==> src/verilog/bstap_consts.svh <==
`ifndef BSTAP_CONSTS_SVH
`define BSTAP_CONSTS_SVH
// ----------------------------------------------------------------------------
// Boundary-scan port constants.
// ----------------------------------------------------------------------------
`define BSTAP_IR_W          3
`define BSTAP_IR_EXTEST     3'h0
`define BSTAP_IR_SAMPLE     3'h4
`define BSTAP_IR_IDCODE     3'h6
`define BSTAP_IR_BYPASS     3'h7
`define BSTAP_IR_CAPTURE    3'h1
`define BSTAP_CHAIN_LEN     98
`define BSTAP_ID_W          32
`define BSTAP_RESET_ONES    5
`define BSTAP_PRODUCER      11'h001
`define BSTAP_PART          16'h0001
`define BSTAP_REVISION      4'h1
`endif

==> src/verilog/bstap_pkg.sv <==
// ----------------------------------------------------------------------------
// Types shared by the boundary-scan port.
// ----------------------------------------------------------------------------
package bstap_pkg;
    typedef enum logic [3:0] {
        BSTAP_RESET, BSTAP_IDLE, BSTAP_SEL_DR, BSTAP_CAP_DR, BSTAP_SHIFT_DR,
        BSTAP_EXIT1_DR, BSTAP_PAUSE_DR, BSTAP_EXIT2_DR, BSTAP_UPD_DR,
        BSTAP_SEL_IR, BSTAP_CAP_IR, BSTAP_SHIFT_IR, BSTAP_EXIT1_IR,
        BSTAP_PAUSE_IR, BSTAP_EXIT2_IR, BSTAP_UPD_IR
    } bstap_state_t;
    typedef enum logic [1:0] {
        BSTAP_SEL_CHAIN, BSTAP_SEL_ID, BSTAP_SEL_PASS
    } bstap_dsel_t;
endpackage

==> src/verilog/bstap_sync.sv <==
`timescale 1ns/10ps
`default_nettype none
// ----------------------------------------------------------------------------
// Two-stage synchroniser for one outside level.
// ----------------------------------------------------------------------------
module bstap_sync (
    input  wire logic sys_clk,
    input  wire logic rst_n,
    input  wire logic async_in,
    output var  logic sync_out
);
    logic meta_reg;

    // The first stage feeds only the second stage.
    always_ff @(posedge sys_clk) begin
        if (!rst_n) begin
            meta_reg <= 1'b0;
            sync_out <= 1'b0;
        end else begin
            meta_reg <= async_in;
            sync_out <= meta_reg;
        end
    end
endmodule
`default_nettype wire

==> src/verilog/bstap_top.sv <==
// Summary of operation
// RULE_01: Controlled only by mode select and test clock. The code also forces the reset state from rst_n.
// RULE_02: Three-bit instruction, shifted least bit first.
// RULE_03: EXTEST selects chain, captures input pins.
// RULE_04: EXTEST drives output pins from update latch.
// RULE_05: SAMPLE selects chain, captures, core paths kept.
// RULE_06: IDCODE places identification word in path.
// RULE_07: BYPASS gives one-stage, one-clock delay path.
// RULE_08: Identification word fields: one, producer, part, revision.
// RULE_09: Identification word shifts out least bit first.
// RULE_10: Boundary chain is 98 bits over pins.
// RULE_11: Sixteen-state controller, standard state graph.
// RULE_12: Transitions use mode select at rising edge.
// RULE_13: Five high mode-select edges force reset.
// RULE_14: Reset state disables test, loads IDCODE.
// RULE_15: Update latch loads on falling edge only.
// RULE_16: Shift advances selected register each rising edge.
// RULE_17: Undefined codes decode as BYPASS.
// RULE_18: Data output driven only in shift states.
`timescale 1ns/10ps
`default_nettype none
`include "bstap_consts.svh"
module bstap_top #(
    parameter int CHAIN_LEN = `BSTAP_CHAIN_LEN,
    parameter int NIN       = 49
) (
    input  wire logic                       sys_clk,
    input  wire logic                       rst_n,
    input  wire logic                       tck,
    input  wire logic                       tms,
    input  wire logic                       tdi,
    output var  logic                       tdo,
    output var  logic                       tdo_oe,
    input  wire logic [NIN-1:0]             pin_in,
    input  wire logic [CHAIN_LEN-NIN-1:0]   core_out,
    output var  logic [CHAIN_LEN-NIN-1:0]   pin_out,
    output var  logic [NIN-1:0]             core_in,
    output var  logic                       test_active,
    output var  bstap_pkg::bstap_state_t    tap_state
);
    import bstap_pkg::*;
    localparam int NOUT = CHAIN_LEN - NIN;

    // ------------------------------------------------------------------------
    // Synchronisers and test-clock edge detection.
    // ------------------------------------------------------------------------
    logic tck_s;
    logic tms_s;
    logic tdi_s;
    logic tck_d_reg;

    bstap_sync u_tck (.sys_clk(sys_clk), .rst_n(rst_n), .async_in(tck), .sync_out(tck_s)); // RULE_01
    bstap_sync u_tms (.sys_clk(sys_clk), .rst_n(rst_n), .async_in(tms), .sync_out(tms_s));
    bstap_sync u_tdi (.sys_clk(sys_clk), .rst_n(rst_n), .async_in(tdi), .sync_out(tdi_s));

    // ------------------------------------------------------------------------
    // Input pins pass two stages before the boundary chain captures them.
    // ------------------------------------------------------------------------
    wire [NIN-1:0] pin_in_s;

    // One synchroniser per input pin, so a capture never sees a raw pin level.
    for (genvar g = 0; g < NIN; g++) begin : gen_pin_sync
        bstap_sync u_pin (
            .sys_clk (sys_clk),
            .rst_n   (rst_n),
            .async_in(pin_in[g]),
            .sync_out(pin_in_s[g])
        );
    end

    // Previous test-clock level.
    always_ff @(posedge sys_clk) begin
        if (!rst_n) tck_d_reg <= 1'b0;
        else tck_d_reg <= tck_s;
    end

    wire rise = tck_s & ~tck_d_reg;
    wire fall = ~tck_s & tck_d_reg;

    // ------------------------------------------------------------------------
    // Controller state graph.
    // ------------------------------------------------------------------------
    bstap_state_t state_reg;
    bstap_state_t state_next;

    // Next state from the mode-select level at the rising edge.
    always_comb begin
        unique case (state_reg) // RULE_11
            BSTAP_RESET:    state_next = tms_s ? BSTAP_RESET    : BSTAP_IDLE; // RULE_13
            BSTAP_IDLE:     state_next = tms_s ? BSTAP_SEL_DR   : BSTAP_IDLE;
            BSTAP_SEL_DR:   state_next = tms_s ? BSTAP_SEL_IR   : BSTAP_CAP_DR;
            BSTAP_CAP_DR:   state_next = tms_s ? BSTAP_EXIT1_DR : BSTAP_SHIFT_DR;
            BSTAP_SHIFT_DR: state_next = tms_s ? BSTAP_EXIT1_DR : BSTAP_SHIFT_DR;
            BSTAP_EXIT1_DR: state_next = tms_s ? BSTAP_UPD_DR   : BSTAP_PAUSE_DR;
            BSTAP_PAUSE_DR: state_next = tms_s ? BSTAP_EXIT2_DR : BSTAP_PAUSE_DR;
            BSTAP_EXIT2_DR: state_next = tms_s ? BSTAP_UPD_DR   : BSTAP_SHIFT_DR;
            BSTAP_UPD_DR:   state_next = tms_s ? BSTAP_SEL_DR   : BSTAP_IDLE;
            BSTAP_SEL_IR:   state_next = tms_s ? BSTAP_RESET    : BSTAP_CAP_IR;
            BSTAP_CAP_IR:   state_next = tms_s ? BSTAP_EXIT1_IR : BSTAP_SHIFT_IR;
            BSTAP_SHIFT_IR: state_next = tms_s ? BSTAP_EXIT1_IR : BSTAP_SHIFT_IR;
            BSTAP_EXIT1_IR: state_next = tms_s ? BSTAP_UPD_IR   : BSTAP_PAUSE_IR;
            BSTAP_PAUSE_IR: state_next = tms_s ? BSTAP_EXIT2_IR : BSTAP_PAUSE_IR;
            BSTAP_EXIT2_IR: state_next = tms_s ? BSTAP_UPD_IR   : BSTAP_SHIFT_IR;
            BSTAP_UPD_IR:   state_next = tms_s ? BSTAP_SEL_DR   : BSTAP_IDLE;
        endcase
    end

    // State advances only on a test-clock rising edge.
    always_ff @(posedge sys_clk) begin
        if (!rst_n) state_reg <= BSTAP_RESET; // RULE_14
        else if (rise) state_reg <= state_next; // RULE_12
    end

    // ------------------------------------------------------------------------
    // Instruction register and decode.
    // ------------------------------------------------------------------------
    logic [`BSTAP_IR_W-1:0] ir_shift_reg;
    logic [`BSTAP_IR_W-1:0] ir_reg;

    // Any code without a meaning falls back to the pass stage.
    function automatic bstap_dsel_t decode_sel(input logic [`BSTAP_IR_W-1:0] code);
        if (code == `BSTAP_IR_EXTEST || code == `BSTAP_IR_SAMPLE) decode_sel = BSTAP_SEL_CHAIN;
        else if (code == `BSTAP_IR_IDCODE) decode_sel = BSTAP_SEL_ID;
        else decode_sel = BSTAP_SEL_PASS; // RULE_17
    endfunction

    wire bstap_dsel_t dsel   = decode_sel(ir_reg);
    wire              extest = (ir_reg == `BSTAP_IR_EXTEST) && (state_reg != BSTAP_RESET);
    wire              in_shdr = (state_reg == BSTAP_SHIFT_DR);
    wire              in_shir = (state_reg == BSTAP_SHIFT_IR);

    // Shift stage captures the fixed pattern, shifts in at the high end.
    always_ff @(posedge sys_clk) begin
        if (!rst_n) begin
            ir_shift_reg <= `BSTAP_IR_IDCODE;
        end else if (rise && state_reg == BSTAP_CAP_IR) begin
            ir_shift_reg <= `BSTAP_IR_CAPTURE;
        end else if (rise && in_shir) begin
            ir_shift_reg <= {tdi_s, ir_shift_reg[`BSTAP_IR_W-1:1]}; // RULE_02
        end
    end

    // Current instruction changes only at update or reset.
    always_ff @(posedge sys_clk) begin
        if (!rst_n) ir_reg <= `BSTAP_IR_IDCODE;
        else if (state_reg == BSTAP_RESET) ir_reg <= `BSTAP_IR_IDCODE; // RULE_14
        else if (fall && state_reg == BSTAP_UPD_IR) ir_reg <= ir_shift_reg;
    end

    // ------------------------------------------------------------------------
    // Data registers.
    // ------------------------------------------------------------------------
    localparam logic [`BSTAP_ID_W-1:0] ID_WORD =
        {`BSTAP_REVISION, `BSTAP_PART, `BSTAP_PRODUCER, 1'b1}; // RULE_08

    logic [CHAIN_LEN-1:0]   chain_reg;
    logic [CHAIN_LEN-1:0]   latch_reg;
    logic [`BSTAP_ID_W-1:0] id_reg;
    logic                   pass_reg;

    wire cap_dr = rise && state_reg == BSTAP_CAP_DR;
    wire sh_dr  = rise && in_shdr;

    // Boundary chain: capture pins and core outputs, shift toward output.
    always_ff @(posedge sys_clk) begin
        if (!rst_n) chain_reg <= '0;
        else if (cap_dr && dsel == BSTAP_SEL_CHAIN) chain_reg <= {core_out, pin_in_s}; // RULE_03 RULE_05
        else if (sh_dr && dsel == BSTAP_SEL_CHAIN) chain_reg <= {tdi_s, chain_reg[CHAIN_LEN-1:1]}; // RULE_10 RULE_16
    end

    // Update latch loads on the falling edge in the update state.
    always_ff @(posedge sys_clk) begin
        if (!rst_n) latch_reg <= '0;
        else if (fall && state_reg == BSTAP_UPD_DR && dsel == BSTAP_SEL_CHAIN) latch_reg <= chain_reg; // RULE_15
    end

    // Identification word loads at capture and shifts low bit first.
    always_ff @(posedge sys_clk) begin
        if (!rst_n) id_reg <= ID_WORD;
        else if (cap_dr && dsel == BSTAP_SEL_ID) id_reg <= ID_WORD; // RULE_06
        else if (sh_dr && dsel == BSTAP_SEL_ID) id_reg <= {tdi_s, id_reg[`BSTAP_ID_W-1:1]}; // RULE_09
    end

    // Single pass stage.
    always_ff @(posedge sys_clk) begin
        if (!rst_n) pass_reg <= 1'b0;
        else if (cap_dr && dsel == BSTAP_SEL_PASS) pass_reg <= 1'b0;
        else if (sh_dr && dsel == BSTAP_SEL_PASS) pass_reg <= tdi_s; // RULE_07
    end

    // ------------------------------------------------------------------------
    // Serial output, launched on the falling test-clock edge.
    // ------------------------------------------------------------------------
    wire dr_bit = (dsel == BSTAP_SEL_CHAIN) ? chain_reg[0] :
                  (dsel == BSTAP_SEL_ID)    ? id_reg[0]    : pass_reg;
    wire out_bit = in_shir ? ir_shift_reg[0] : dr_bit;

    // Data output and its enable change on the falling edge.
    always_ff @(posedge sys_clk) begin
        if (!rst_n) begin
            tdo    <= 1'b0;
            tdo_oe <= 1'b0;
        end else if (fall) begin
            tdo    <= out_bit;
            tdo_oe <= in_shdr | in_shir; // RULE_18
        end
    end

    // ------------------------------------------------------------------------
    // Pin multiplexing between core and boundary latch.
    // ------------------------------------------------------------------------
    wire [NOUT-1:0] pin_mux = extest ? latch_reg[CHAIN_LEN-1:NIN] : core_out; // RULE_04

    // Registered pin and core paths, plus status.
    always_ff @(posedge sys_clk) begin
        if (!rst_n) begin
            pin_out     <= '0;
            core_in     <= '0;
            test_active <= 1'b0;
            tap_state   <= BSTAP_RESET;
        end else begin
            pin_out     <= pin_mux;
            core_in     <= pin_in;
            test_active <= extest;
            tap_state   <= state_reg;
        end
    end
endmodule
`default_nettype wire

==> config.mk <==
export PLATFORM = sky130hd
export DESIGN_NAME = bstap_top
export DESIGN_NICKNAME = d
export VERILOG_FILES = /design/src/verilog/bstap_pkg.sv /design/src/verilog/bstap_sync.sv /design/src/verilog/bstap_top.sv
export VERILOG_INCLUDE_DIRS = /design/src /design/src/verilog
export SDC_FILE = /design/constraint.sdc
export NUM_CORES = 1
export LEC_CHECK = 0
export BUFFER_PORTS_ARGS = -buffer_cell sky130_fd_sc_hd__buf_2
export CAP_MARGIN = 20
export CORE_UTILIZATION = 25
export CTS_CLUSTER_DIAMETER = 40
export DETAILED_ROUTE_END_ITERATION = 10
export SKIP_LAST_GASP = 1
export SLEW_MARGIN = 20
export SYNTH_ARGS = -nofsm -noshare
export SYNTH_HDL_FRONTEND = slang
export SYNTH_HIERARCHICAL = 1
export SYNTH_SLANG_ARGS = --single-unit
==> constraint.sdc <==
create_clock -name sys_clk -period 3.31 [get_ports sys_clk]
set_clock_uncertainty 0.05 [all_clocks]
set_input_delay 0.4965 -clock sys_clk [delete_from_list [all_inputs] [get_ports sys_clk]]
set_output_delay 0.4965 -clock sys_clk [all_outputs]
set_load 0.005 [all_outputs]
==> flow_summary.json <==
{
  "post_synth_inst_count": 1350,
  "largest_family_of_logic_cells_by_synthesized_area": "compound AO/OA/AOI/OAI gates",
  "cts.root.buffer_cell": "sky130_fd_sc_hd__clkbuf_16",
  "synth.ff_latch_count": 400,
  "die_width_um": 238.2,
  "total_negative_setup_slacks_ns": 0,
  "floorplan.core_area_sq_mm": 0.05509,
  "critical_path.max_fanout": 28,
  "clock_insertion_delay_worst_skew_ns": 0.57,
  "yosysSeqAreaShare_pct": 57.42,
  "worst_setup_path_start_kind": "register",
  "layout-drive-gt1-share_pct": 21.89,
  "cts.repair_timing.setup_buffer_count": 0,
  "postSynthNetCount": 1453,
  "synthXorXnorAreaFrac_pct": 0.1256,
  "post_cts.resized_instances": 0,
  "post_synth_and_or_nand_nor_area_fraction_pct": 16.37,
  "cts.reportedPaths.clkPinSlew_ns": 0.05,
  "max_slew_margin_pct": 30.65,
  "cts_max_path_buffers": 3,
  "layout.cells.non_filler": 2325,
  "detailedRoute.firstIterationViolations": 468,
  "synth_edf_count": 0,
  "grt_busiest_layer": "met2",
  "initial_antenna_violation_count": 3,
  "netlist.top_cell.by_area": "sky130_fd_sc_hd__dfxtp_1",
  "floorplan.rows": 86,
  "tritoncts": "built",
  "ant_nets": 0,
  "path_class": "reg2reg",
  "final_cell_mix": "sky130_fd_sc_hd__dfxtp_1, sky130_fd_sc_hd__nand2_1, sky130_fd_sc_hd__buf_2",
  "synth-async-reset-ratio_pct": 0,
  "top_area_cell_type_share_of_the_netlist_area_pct": 57.42,
  "highest_clock_frequency_the_design_can_meet_ghz": 0.3677,
  "drt_first_pass_iters": 5,
  "vdd_ir_drop_max_mv": 0.4006,
  "synth_ff_type": "sky130_fd_sc_hd__dfxtp_1",
  "worstPathCellList": "nor4_1, or3_2, buf_12, nand2_1, a21boi_0",
  "ys_warnings": 6,
  "grt_usage_pct": 11.12,
  "synth.area.mux_share_pct": 0.07177,
  "floorplan.io_pins": 208,
  "initial_utilization_pct": 25.31,
  "worst_path_max_delay_cell": "sky130_fd_sc_hd__nor4_1",
  "holdBufCountCts": 0,
  "global_route.overflow_total": 0,
  "areaGrowthSynthToFinish_pct": 28.00,
  "grt_pass1_wl_mm": 50.91,
  "timing.critical_path.slowest_cell_delay_ns": 0.86,
  "worstPathBufferInverterCount": 1,
  "cap_violations": 0,
  "worstMarginPinSlew_ns": 1.040,
  "biggest_area_contributors_in_the_synthesized_netlist": "sky130_fd_sc_hd__dfxtp_1, sky130_fd_sc_hd__o221a_1, sky130_fd_sc_hd__nand2_1",
  "synth.avg_cell_area_sq_um": 10.33,
  "hpwlAfterDp_mm": 19.17,
  "flip_flop_count_of_the_largest_register_after_layout": 98,
  "gr-usage-met2_pct": 17.92,
  "end_kind": "register",
  "final.period_utilization_pct": 82.17,
  "worst_path_dominant_cell_family": "simple AND/OR/NAND/NOR gates",
  "residual_drc_count": 0,
  "buffer_ports.inserted": 207,
  "die_area_sq_mm": 0.05673,
  "final_wtd_congestion": 0.7220,
  "pin_count_of_the_biggest_net_entering_global_routing": 99,
  "synth-adder-area-share_pct": 0,
  "totalPowerFinal_w": 0.01208,
  "gr-usage-met3_pct": 3.690,
  "p_leak_nw": 6.849,
  "numCtsBuffers": 67,
  "run_status": "finished, final reports clean",
  "first_global_vias": 9916,
  "design.final.nets": 1633,
  "final_util_pct": 32.40,
  "finalSetupViolations": 0,
  "cts_num_sinks": 400,
  "critPathRequiredTime_ns": 3.70,
  "grt_setup_unrepaired": "false",
  "synth-compound-area-share_pct": 22.19,
  "drt_wl_total_mm": 31.57,
  "finalCriticalPeriod_ns": 2.720,
  "drt-vias-per-instance": 4.347,
  "hold_viol": 0,
  "post-place-cells": 2209,
  "via_total_after_detailed_routing": 10107,
  "min_path_type": "in2reg",
  "wl_cell_um": 13.58,
  "yosys.cell_types.count": 43,
  "arrival_ns": 3.11,
  "cts_max_level": 3,
  "gr-usage-met1_pct": 13.65,
  "die_h_um": 238.2,
  "mappedNetlistArea_sq_mm": 0.01395,
  "final_common_cell": "sky130_fd_sc_hd__dfxtp_1",
  "final_max_slew_viol_count": 0,
  "power_density_mw_per_mm2": 676.5
}
## logic make-up (layout without fill, tap and decap cells)
kind of cell    Yosys count  count (layout)
simple gates            473             473
flops                   400             400
compound gates          358             358
buf+inv                 116             342
xor+xnor                  2               2
mux                       1               1
other cells               0               1
## power by group
group,internal (W),total [W],switching (W)
clock network,0.00429,0.00674,0.00245
logic,0.000175,0.000350,0.000176
registers,0.00495,0.00498,0.0000356
## area by class of cell
type | count | area (sq um)
clock inverters | 36 | 407.9
inverters | 3 | 11.26
multi-input cells | 834 | 5423
diodes | 1 | 2.502
well taps | 748 | 935.9
repair buffers | 224 | 1249
fillers | 5674 | 37240
clock buffers | 79 | 1814
flip-flops and latches | 400 | 8008
## through the flow
stage	cell area [sq um]	setup WS, ns	hold slack, ns
after global placement	15630	0.7015	0.3591
after floorplan	13950	1.319	0.3557
final	17850	0.5902	0.08652
after CTS	17850	0.6472	0.03928
after global routing	17850	0.4209	0.04939
after detailed placement	15630	0.6449	0.3597
## worst register-to-register path, cell delays in order (launching register included)
cell	delay (ns)
sky130_fd_sc_hd__dfxtp_1	0.49
sky130_fd_sc_hd__nor4_1	0.87
sky130_fd_sc_hd__or3_2	0.57
sky130_fd_sc_hd__buf_12	0.26
sky130_fd_sc_hd__nand2_1	0.07
sky130_fd_sc_hd__a21boi_0	0.30
## Yosys cell counts (all sizes together) (6+ instances only)
cell / n
nor3: 6
nor2: 6
buf: 28
o221a: 98
a21oi: 35
clkbuf: 85
a21boi: 98
and2: 158
nand2: 269
dfxtp: 400
o21ai: 9
o22a: 98
nand3: 7
a31oi: 6
## worst paths after layout
| check | startpoint | endpoint | slack [ns] | cells after the start |
|---|---|---|---|---|
| worst max register to register | state_reg[3]$_SDFFE_PN0P_ | pin_out[14]$_SDFF_PN0_ | 0.59 | 5 |
| worst min register to register | u_tck/meta_reg$_SDFF_PN0_ | u_tck/sync_out$_SDFF_PN0_ | 0.37 | 1 |
| worst max-delay path | state_reg[3]$_SDFFE_PN0P_ | pin_out[14]$_SDFF_PN0_ | 0.59 | 5 |
| worst min-delay path | pin_in[40] | core_in[40]$_SDFF_PN0_ | 0.09 | 2 |
## metal layers
metal / share of wire [%] / vias up
met5: 0.070 / -
met4: 2.4 / 4
met3: 6.0 / 68
met2: 45 / 246
met1: 47 / 4676
li1: - / 5113
Note: power is estimated with default switching activity, not from simulation.
